<file path="src/shared/cell_monitor_map.svh">
// Purpose: Clock period, timing counts, cell count and calibration codes
// Assumes: 100 MHz reference clock
// Notes:   Included by the design modules
`ifndef CELL_MONITOR_MAP_SVH
`define CELL_MONITOR_MAP_SVH

`define CLK_PERIOD_NS      10
`define SAMPLE_TIME_US     120
`define SWEEP_WAIT_MS      50
`define SAMPLE_CYCLES      ((`SAMPLE_TIME_US * 1000) / `CLK_PERIOD_NS)
`define SWEEP_WAIT_CYCLES  ((`SWEEP_WAIT_MS * 1000000) / `CLK_PERIOD_NS)
`define NUM_CELLS          10
`define CELL_SEL_W         4
`define CAL_OFF            3'b000
`define CAL_DIFF_ZERO      3'b001
`define CAL_DIFF_VREF      3'b010
`define CAL_VREF_DIRECT    3'b011
`define CAL_DIFF_2V5       3'b100
`define CAL_SH_VREF        3'b101
`define CAL_SH_2V5         3'b110

`endif

</file>
<file path="src/shared/cell_monitor_pkg.sv">
// Purpose: Types shared by the cell monitor design
// Assumes: Map header holds the numbers
// Notes:   Route encodings are one-hot
package cell_monitor_pkg;

   // Analog route of the cell voltage output pin
   typedef enum logic [9:0] {
      VR_GROUND     = 10'h001,
      VR_CELL_G015  = 10'h002,
      VR_CELL_G020  = 10'h004,
      VR_PACK       = 10'h008,
      VR_STACK      = 10'h010,
      VR_DIFF_ZERO  = 10'h020,
      VR_VREF_DIR   = 10'h040,
      VR_DIFF_VREF  = 10'h080,
      VR_DIFF_2V5   = 10'h100,
      VR_SH_REF     = 10'h200
   } vout_route_t;

   // Analog route of the current output pin
   typedef enum logic [2:0] {
      IR_GROUND = 3'b001,
      IR_NORMAL = 3'b010,
      IR_OFFSET = 3'b100
   } current_monitor_output_route_t;

   // Sampling sequencer states
   typedef enum logic [2:0] {
      SQ_WAIT   = 3'b001,
      SQ_SAMPLE = 3'b010,
      SQ_NEXT   = 3'b100
   } seq_state_t;

   // Monitor control fields from the host
   typedef struct packed {
      logic       gain_sel;
      logic       pack_en;
      logic       stack_en;
      logic       amp_en;
      logic [2:0] cal_code;
      logic [3:0] cell_sel;
   } vmon_ctrl_t;

   // Current monitor control fields
   typedef struct packed {
      logic gain_sel;
      logic offset_sel;
      logic enable;
   } imon_ctrl_t;

endpackage

</file>
<file path="src/hw/bypass_arbiter.sv">
// Purpose: Stand-alone bypass choice with adjacent-cell exclusion
// Assumes: Over-voltage flags already masked to used cells
// Notes:   A running cell keeps its bypass; between two new neighbours the lower index wins
`timescale 1ns/100ps
module bypass_arbiter
   import cell_monitor_pkg::*;
(
   // Clock and reset
   input  wire logic        clk_in,
   input  wire logic        rst_n_in,
   // Cell state
   input  wire logic [9:0]  ov_in,
   input  wire logic [9:0]  used_in,
   // Result
   output logic [9:0]       active_out
);
`include "cell_monitor_map.svh"

   logic [9:0] active_r;
   logic [9:0] active_nxt;

   // Keep running cells, add others only when both neighbours idle
   always_comb begin
      active_nxt = '0;
      for (int i = 0; i < `NUM_CELLS; i++) begin
         if (ov_in[i] && used_in[i]) begin
            if (active_r[i]) begin
               active_nxt[i] = 1'b1;
            end else if (!(i > 0 && (active_r[i-1] || active_nxt[i-1])) &&
                         !(i < `NUM_CELLS-1 && active_r[i+1])) begin
               active_nxt[i] = 1'b1;
            end
         end
      end
   end

   always_ff @(posedge clk_in or negedge rst_n_in) begin
      if (!rst_n_in) begin
         active_r <= '0;
      end else begin
         active_r <= active_nxt;
      end
   end

   assign active_out = active_r;

   no_adjacent_a: assert property (@(posedge clk_in) disable iff (!rst_n_in)
      (active_r & {1'b0, active_r[9:1]}) == 10'h000)
      else $error("adjacent cells bypassed together");

   release_ov_a: assert property (@(posedge clk_in) disable iff (!rst_n_in)
      !ov_in[0] |=> !active_r[0])
      else $error("bypass kept after over-voltage release");

endmodule

</file>
<file path="src/hw/cell_monitor_balance_control.sv">
// Purpose: Gate safety, strap decode, monitor steering and cell bypass control
// Assumes: Pin-level inputs are asynchronous and synchronised here
// Notes:   Analog steering is given as one-hot route codes
`timescale 1ns/100ps
`include "cell_monitor_map.svh"
// Functional notes
// - Gates off until regulator power is good
// - Switch regulator source to stack when stable
// - Low rail drop kills gates and functions
// - Decode three straps into cell count
// - Delay strap high forces zero delays
// - Gain bit selects 0.15 or 0.20 scaling
// - Disabled cell output pin tied to ground
// - Pack enable routes pack voltage out
// - Stack enable routes stack voltage out
// - Calibration codes 001, 011, 010 routes
// - Calibration codes 100, 101, 110 routes
// - Current gain bit selects 50 or 10
// - Current output enable and offset select
// - Disabled current pin tied to ground
// - Host selects bypass per cell
// - Stand-alone bypasses over-voltage cell until release
// - Stand-alone never bypasses adjacent cells together; host mode passes the host choice as given
// - Bypass off during cell sampling
// - Sample 120 us per cell, wait 50 ms
module cell_monitor_balance_control
   import cell_monitor_pkg::*;
#(
   parameter int SWEEP_WAIT_CYC = `SWEEP_WAIT_CYCLES,
   parameter int SAMPLE_CYC     = `SAMPLE_CYCLES
)
(
   // Clock and reset
   input  wire logic        ref_clk_in,
   input  wire logic        nrst_in,
   // Power status pins
   input  wire logic        regulator_power_good_in,
   input  wire logic        high_rail_regulator_stable_in,
   input  wire logic        low_rail_regulator_stable_in,
   input  wire logic        low_rail_falling_in,
   // Straps
   input  wire logic        config_strap_bit0_in,
   input  wire logic        config_strap_bit1_in,
   input  wire logic        config_strap_bit2_in,
   input  wire logic        delay_override_strap_in,
   // Host control fields
   input  wire logic        host_mode_in,
   input  wire logic        charge_on_in,
   input  wire logic        discharge_on_in,
   input  wire logic        thermistor_enable_in,
   input  wire vmon_ctrl_t  vmon_ctrl_in,
   input  wire imon_ctrl_t  imon_ctrl_in,
   input  wire logic [9:0]  host_bypass_in,
   // Protection comparator results
   input  wire logic [9:0]  cell_ov_in,
   // Gate and supply outputs
   output logic             charge_gate_drive_out,
   output logic             discharge_gate_drive_out,
   output logic             high_rail_regulator_en_out,
   output logic             low_rail_regulator_en_out,
   output logic             thermistor_drive_output_out,
   output logic             regulator_src_stack_out,
   // Configuration outputs
   output logic [3:0]       cell_count_out,
   output logic [9:0]       cell_used_out,
   output logic             zero_delay_out,
   // Monitor steering
   output vout_route_t      vout_route_out,
   output logic [3:0]       vout_cell_out,
   output current_monitor_output_route_t      current_monitor_output_route_out,
   output logic             current_gain_50_out,
   // Sampling and bypass
   output logic             sampling_out,
   output logic [3:0]       sample_cell_out,
   output logic [9:0]       bypass_out
);
   // ***************************************************************
   // Reset release and input synchronisers
   // ***************************************************************
   logic [1:0] rst_sync_r;
   logic       rst_n;

   always_ff @(posedge ref_clk_in or negedge nrst_in) begin
      if (!nrst_in) begin
         rst_sync_r <= 2'b00;
      end else begin
         rst_sync_r <= {rst_sync_r[0], 1'b1};
      end
   end
   assign rst_n = rst_sync_r[1];

   localparam int SYNC_W = 18;
   logic [SYNC_W-1:0] pin_raw;
   logic [SYNC_W-1:0] pin_s1_r;
   logic [SYNC_W-1:0] pin_s2_r;

   assign pin_raw = {cell_ov_in, delay_override_strap_in, config_strap_bit2_in,
                     config_strap_bit1_in, config_strap_bit0_in, low_rail_falling_in,
                     low_rail_regulator_stable_in, high_rail_regulator_stable_in,
                     regulator_power_good_in};

   always_ff @(posedge ref_clk_in or negedge rst_n) begin
      if (!rst_n) begin
         pin_s1_r <= '0;
         pin_s2_r <= '0;
      end else begin
         pin_s1_r <= pin_raw;
         pin_s2_r <= pin_s1_r;
      end
   end

   logic       pwr_good;
   logic       hi_stable;
   logic       lo_stable;
   logic       lo_fall;
   logic [2:0] strap;
   logic       dly_strap;
   logic [9:0] ov_sync;

   assign pwr_good  = pin_s2_r[0];
   assign hi_stable = pin_s2_r[1];
   assign lo_stable = pin_s2_r[2];
   assign lo_fall   = pin_s2_r[3];
   assign strap     = pin_s2_r[6:4];
   assign dly_strap = pin_s2_r[7];
   assign ov_sync   = pin_s2_r[17:8];

   // ***************************************************************
   // Power sequencing and gate safety
   // ***************************************************************
   logic src_stack_r;
   logic shut_r;

   always_ff @(posedge ref_clk_in or negedge rst_n) begin
      if (!rst_n) begin
         src_stack_r <= 1'b0;
      end else if (shut_r) begin
         src_stack_r <= 1'b0;
      end else if (hi_stable && lo_stable) begin
         src_stack_r <= 1'b1;
      end
   end

   // Shut state latches on low rail drop until power good drops
   always_ff @(posedge ref_clk_in or negedge rst_n) begin
      if (!rst_n) begin
         shut_r <= 1'b0;
      end else if (lo_fall) begin
         shut_r <= 1'b1;
      end else if (!pwr_good) begin
         shut_r <= 1'b0;
      end
   end

   logic func_ok;
   assign func_ok = pwr_good && !shut_r && !lo_fall;

   // Gate drives: 1 means gate turned on
   always_ff @(posedge ref_clk_in or negedge rst_n) begin
      if (!rst_n) begin
         charge_gate_drive_out       <= 1'b0;
         discharge_gate_drive_out    <= 1'b0;
         high_rail_regulator_en_out  <= 1'b0;
         low_rail_regulator_en_out   <= 1'b0;
         thermistor_drive_output_out <= 1'b0;
      end else begin
         charge_gate_drive_out       <= func_ok && charge_on_in;
         discharge_gate_drive_out    <= func_ok && discharge_on_in;
         high_rail_regulator_en_out  <= !shut_r && !lo_fall;
         low_rail_regulator_en_out   <= !shut_r && !lo_fall;
         thermistor_drive_output_out <= func_ok && thermistor_enable_in;
      end
   end
   assign regulator_src_stack_out = src_stack_r;

   gates_off_a: assert property (@(posedge ref_clk_in) disable iff (!rst_n)
      !pwr_good |=> !charge_gate_drive_out && !discharge_gate_drive_out)
      else $error("gate on while regulator unpowered");

   rail_drop_a: assert property (@(posedge ref_clk_in) disable iff (!rst_n)
      lo_fall |=> !low_rail_regulator_en_out && !thermistor_drive_output_out)
      else $error("function left on after low rail drop");

   src_switch_a: assert property (@(posedge ref_clk_in) disable iff (!rst_n)
      hi_stable && lo_stable && !shut_r |=> regulator_src_stack_out)
      else $error("regulator source not switched to stack");

   // ***************************************************************
   // Strap decode
   // ***************************************************************
   logic [3:0] count_nxt;

   always_comb begin
      case (strap)
         3'b001:  count_nxt = 4'h9;
         3'b010:  count_nxt = 4'h8;
         3'b011:  count_nxt = 4'h7;
         3'b100:  count_nxt = 4'h6;
         3'b101:  count_nxt = 4'h5;
         default: count_nxt = 4'hA;
      endcase
   end

   logic [9:0] used_nxt;
   // Unused inputs sit at the top of the stack: cell 0 drops first
   always_comb begin
      for (int i = 0; i < `NUM_CELLS; i++) begin
         used_nxt[i] = (i >= (`NUM_CELLS - int'(count_nxt)));
      end
   end

   always_ff @(posedge ref_clk_in or negedge rst_n) begin
      if (!rst_n) begin
         cell_count_out <= 4'hA;
         cell_used_out  <= 10'h3FF;
         zero_delay_out <= 1'b0;
      end else begin
         cell_count_out <= count_nxt;
         cell_used_out  <= used_nxt;
         zero_delay_out <= dly_strap;
      end
   end

   strap_decode_a: assert property (@(posedge ref_clk_in) disable iff (!rst_n)
      strap == 3'b101 |=> cell_count_out == 4'h5)
      else $error("five cell strap misdecoded");

   zero_delay_a: assert property (@(posedge ref_clk_in) disable iff (!rst_n)
      dly_strap |=> zero_delay_out)
      else $error("zero delay not applied");

   // ***************************************************************
   // Monitor steering
   // ***************************************************************
   vout_route_t vr_nxt;
   always_comb begin
      vr_nxt = VR_GROUND;
      if (vmon_ctrl_in.pack_en) begin
         vr_nxt = VR_PACK;
      end else if (vmon_ctrl_in.stack_en) begin
         vr_nxt = VR_STACK;
      end else if (vmon_ctrl_in.amp_en) begin
         case (vmon_ctrl_in.cal_code)
            `CAL_DIFF_ZERO:   vr_nxt = VR_DIFF_ZERO;
            `CAL_VREF_DIRECT: vr_nxt = VR_VREF_DIR;
            `CAL_DIFF_VREF:   vr_nxt = VR_DIFF_VREF;
            `CAL_DIFF_2V5:    vr_nxt = VR_DIFF_2V5;
            `CAL_SH_VREF:     vr_nxt = VR_SH_REF;
            `CAL_SH_2V5:      vr_nxt = VR_SH_REF;
            default:          vr_nxt = vmon_ctrl_in.gain_sel ? VR_CELL_G020
                                                             : VR_CELL_G015;
         endcase
      end
   end

   current_monitor_output_route_t ir_nxt;
   always_comb begin
      if (!imon_ctrl_in.enable) begin
         ir_nxt = IR_GROUND;
      end else if (imon_ctrl_in.offset_sel) begin
         ir_nxt = IR_OFFSET;
      end else begin
         ir_nxt = IR_NORMAL;
      end
   end

   always_ff @(posedge ref_clk_in or negedge rst_n) begin
      if (!rst_n) begin
         vout_route_out      <= VR_GROUND;
         vout_cell_out       <= 4'h0;
         current_monitor_output_route_out      <= IR_GROUND;
         current_gain_50_out <= 1'b0;
      end else begin
         vout_route_out      <= func_ok ? vr_nxt : VR_GROUND;
         vout_cell_out       <= vmon_ctrl_in.cell_sel;
         current_monitor_output_route_out      <= func_ok ? ir_nxt : IR_GROUND;
         current_gain_50_out <= imon_ctrl_in.gain_sel;
      end
   end

   vout_gnd_a: assert property (@(posedge ref_clk_in) disable iff (!rst_n)
      !vmon_ctrl_in.amp_en && !vmon_ctrl_in.pack_en && !vmon_ctrl_in.stack_en
      |=> vout_route_out == VR_GROUND)
      else $error("disabled cell output not grounded");

   current_monitor_output_gnd_a: assert property (@(posedge ref_clk_in) disable iff (!rst_n)
      !imon_ctrl_in.enable |=> current_monitor_output_route_out == IR_GROUND)
      else $error("disabled current output not grounded");

   // ***************************************************************
   // Sampling sequencer
   // ***************************************************************
   seq_state_t seq_r;
   logic [22:0] tmr_r;
   logic [3:0]  cell_r;

   always_ff @(posedge ref_clk_in or negedge rst_n) begin
      if (!rst_n) begin
         seq_r  <= SQ_WAIT;
         tmr_r  <= '0;
         cell_r <= 4'h0;
      end else begin
         case (seq_r)
            SQ_WAIT: begin
               if (tmr_r >= 23'(SWEEP_WAIT_CYC - 1)) begin
                  tmr_r  <= '0;
                  cell_r <= 4'h0;
                  seq_r  <= SQ_SAMPLE;
               end else begin
                  tmr_r <= tmr_r + 23'h1;
               end
            end
            SQ_SAMPLE: begin
               if (tmr_r >= 23'(SAMPLE_CYC - 1)) begin
                  tmr_r <= '0;
                  seq_r <= SQ_NEXT;
               end else begin
                  tmr_r <= tmr_r + 23'h1;
               end
            end
            SQ_NEXT: begin
               if (cell_r == 4'(`NUM_CELLS - 1)) begin
                  seq_r <= SQ_WAIT;
               end else begin
                  cell_r <= cell_r + 4'h1;
                  seq_r  <= SQ_SAMPLE;
               end
            end
            default: seq_r <= SQ_WAIT;
         endcase
      end
   end

   assign sampling_out    = seq_r != SQ_WAIT;
   assign sample_cell_out = cell_r;

   // ***************************************************************
   // Bypass selection
   // ***************************************************************
   logic [9:0] auto_bypass;

   bypass_arbiter u_arb (
      .clk_in     (ref_clk_in),
      .rst_n_in   (rst_n),
      .ov_in      (ov_sync & cell_used_out),
      .used_in    (cell_used_out),
      .active_out (auto_bypass)
   );

   always_ff @(posedge ref_clk_in or negedge rst_n) begin
      if (!rst_n) begin
         bypass_out <= '0;
      end else if (sampling_out || !func_ok) begin
         bypass_out <= '0;
      end else if (host_mode_in) begin
         bypass_out <= host_bypass_in;
      end else begin
         bypass_out <= auto_bypass;
      end
   end

   bypass_off_a: assert property (@(posedge ref_clk_in) disable iff (!rst_n)
      sampling_out |=> bypass_out == 10'h000)
      else $error("bypass on while sampling");

endmodule

</file>
<file path="config.mk">
export PLATFORM = sky130hd
export DESIGN_NAME = cell_monitor_balance_control
export DESIGN_NICKNAME = d
export VERILOG_FILES = /design/src/shared/cell_monitor_pkg.sv /design/src/hw/bypass_arbiter.sv /design/src/hw/cell_monitor_balance_control.sv
export VERILOG_INCLUDE_DIRS = /design/src /design/src/shared
export SDC_FILE = /design/constraint.sdc
export NUM_CORES = 1
export LEC_CHECK = 0
export BUFFER_PORTS_ARGS = -buffer_cell sky130_fd_sc_hd__clkbuf_2
export CAP_MARGIN = 20
export CORE_MARGIN = 2
export CORE_UTILIZATION = 54
export CTS_CLUSTER_SIZE = 16
export DETAILED_ROUTE_END_ITERATION = 7
export MAX_ROUTING_LAYER = met4
export PLACE_DENSITY = 0.84
export SKIP_CTS_REPAIR_TIMING = 1
export SKIP_LAST_GASP = 1
export SLEW_MARGIN = 40
export SYNTH_ARGS = -nofsm -noshare
export SYNTH_HDL_FRONTEND = slang
export SYNTH_SLANG_ARGS = --single-unit
</file>
<file path="constraint.sdc">
create_clock -name ref_clk_in -period 4.8 [get_ports ref_clk_in]
set_clock_uncertainty 0.05 [all_clocks]
set_input_delay 0.24 -clock ref_clk_in [delete_from_list [all_inputs] [get_ports ref_clk_in]]
set_output_delay 0.24 -clock ref_clk_in [all_outputs]
set_load 0.005 [all_outputs]
</file>
==> results by group <==
Worst setup path
  – Critical Path End Type: register
  – Crit Path Max Fanout: 13
  – R2R cell count: 8
  – R2r setup slk: between 2 and 2.5 ns
  – Arrival time at the worst endpoint: 2.87 ns
  – Critical path class: register to register
  – Crit path required time: 5.12 ns
  – Startpoint Class: register

Synth
  – Synth warn: 0
  – Seq/Total Area, Yosys: 63.8%
  – Number of flops mapped to enable cells by yosys: 0
  – Commonest cells in the netlist: dfrtp_1 (112), nor2_1 (48), nand2_1 (38)
  – Post-synth cell types: 60
  – Synthesized net count: 480
  – Top_reg_cell synth: dfrtp_1
  – Leading area contributor after synthesis: dfrtp_1
  – Ys async rst share: 100%
  – Post-synth design cell area: 0.00497 mm^2
  – Post-synth top area share: 56.4%
  – Cells after synthesis: 425
  – Flop and latch count out of synthesis: 126
  – Synth area leaders: dfrtp_1 (56%), dfstp_2 (7.4%), nor2_1 (3.6%)
  – Most common cell in the netlist: dfrtp_1
  – Post-Syn Area per Cell: 11.7 um^2

Routing
  – Vias: 3,792
  – # DRC: 0
  – Total wire length: 11,000 um
  – Wirelength per Cell: 15.7 um
  – Drt pass-1 iters: 4
  – Vias per inst: 5.42
  – Remaining antenna violation count: 0
  – Initial drt markers: 276

STA
  – Final Hold Vio Count: 0
  – Final Critical Period: 2.55 ns
  – Setup TNS: 0 ns
  – Fmax: 0.392 GHz
  – RSZ-0062 raised after global routing: no
  – Setup Viol. Count Final: 0
  – Tcrit/Tclk final: about 53%
  – Slew Limit Headroom: 50.2%
  – Slew at the pin closest to its max-slew limit: 0.746 ns
  – Slew Limit Fails: 0
  – Final worst slack: 2.25 ns

Placement
  – DP Worst Slack: 2.31 ns
  – Routability cong.: 0.841
  – Placed Instance Area: 0.00554 mm^2
  – Placed Cells: 619
  – Hpwl dp: a little under 7000 um
  – # port buffers: between 100 and 150

Global routing
  – Total GRT Usage: 21.8%
  – Initial antenna violation count: 0
  – First-pass GRT wire length: 16,500 um
  – Pin count of the biggest net entering global routing: 70
  – Vias in the first global route: 3,505
  – Total congestion overflow: 0

Clocking
  – Clk root buf: clkbuf_8
  – CTS tree: done
  – Worst-skew pair later-pin latency: 0.51 ns
  – H-tree levels: 4
  – Clk slew on worst S/H paths: 0.06 ns
  – Inserted Clock Buffers: 17
  – CTS max path bufs: 2
  – # clock sinks: 126

Job
  – Max Cap Violations: 0

Floorplanning
  – I/O pins: between 100 and 150
  – Core Region: just under 0.009 mm^2
  – Vert. Die Dim: 99.9 um
  – Die ar.: approximately 0.010 mm^2
  – # rows: 34
  – Die extent in x: 99.9 um
  – Initial Utilization: 56.4%

Final layout
  – Post-route cell area: 0.00668 mm^2
  – Nets: 634
  – Fin cells: 700
  – Synth-to-layout area growth: 34.4%
  – Share of cells above drive strength 1: 27.7%
  – Ant. Diodes: 0

Pwr
  – Leakage: about 0.0033 uW
  – P per Cell Area: 406 mW/mm^2
  – Total Power: between 2000 and 3000 uW
  – Worst vdd ir: 291 uV

Outcome
  – Status: completed

Worst hold path
  – Hold depth: 3
  – Hold Path Class: input port to register
-- path summary, 6_finish.rpt --
path,end,start
hold reg to reg,pin_s1_r[4],rst_sync_r[1]
setup / recovery,tmr_r[3],tmr_r[0]
hold / removal,vout_route_out[9],vmon_ctrl_in[7]
min in group asynchronous,pin_s1_r[4],rst_sync_r[1]
setup reg to reg,tmr_r[3],tmr_r[0]
max in group asynchronous,pin_s1_r[0],rst_sync_r[1]
-- power by group --
group	switching [uW]	internal, uW
registers	44.5	1120
clock network	469	891
logic	92.4	94.3
-- cell families after synthesis --
family                     after synthesis  share of synthesized area, %
AOI/OAI and AO/OA                       69                          9.57
xor gates and xnor gates                19                          3.35
adders and majority gates                7                          1.76
buffers and inverters                   29                          2.67
DFF                                    126                          63.8
muxes                                   11                          2.22
other                                    1                        0.0755
and+or+nand+nor                        163                          16.5
-- cell type report --
cell class                      instances  area (um^2)
Clock buffer                           21          459
Clock inverter                         11          179
Fill cell                             527         2130
Inverter                               12         45.0
Multi-Input combinational cell        270         1660
Sequential cell                       126         3170
Tap cell                              108          135
Timing Repair Buffer                  152         1020
-- cells in the final DEF (no fill, tap or decap), drive strengths merged, types with 4 or more instances in the layout --
cell type    count
nand2b           8
o31ai            4
o21ai           16
dfstp           14
nand2           38
nor2            49
and3            11
nand4           10
nor3            15
ha               7
clkbuf         122
dlygate4sd3     48
a211oi           4
mux2i           11
inv             14
a21oi           16
xor2            16
dfrtp          112
bufinv           4
nand3           13
a31oi            4
-- metrics by stage --
step	hold slack, ns	utilization (%)
after floorplan	-0.106	-
after global placement	-0.0239	62.9
after detailed placement	-0.0217	62.9
after CTS	-0.561	70.1
after global routing	0.00672	75.8
final	0.00436	75.8
-- per-layer routing --
metal / vias to the layer above / GRT usage [%] / share of wire, %
li1: 1781 / - / -
met1: 1843 / 28.0 / 41
met2: 151 / 34.2 / 52
met3: 17 / 5.22 / 5.2
met4: 0 / 8.11 / 1.6
met5: - / - / 0
-- state kept, by name (all words and copies together) (netlist names), 2 cells and up --
signal / flops
tmr_r: 23
pin_s1_r: 18
pin_s2_r: 18
bypass_out: 10
u_arb.active_out: 10
vout_route_out: 10
cell_used_out: 9
cell_count_out: 4
sample_cell_out: 4
vout_cell_out: 4
current_monitor_output_route_out: 3
seq_r: 3
rst_sync_r: 2
-- worst max-delay path: stages (launching register included) --
cell      delay, ns
dfrtp_1        0.40
ha_1           0.23
nand2_1        0.09
nor2_1         0.31
o311ai_1       0.17
a31o_2         0.31
nor3_2         0.42
buf_4          0.31
o21ai_0        0.12
Note: power is estimated with default switching activity, not from simulation.
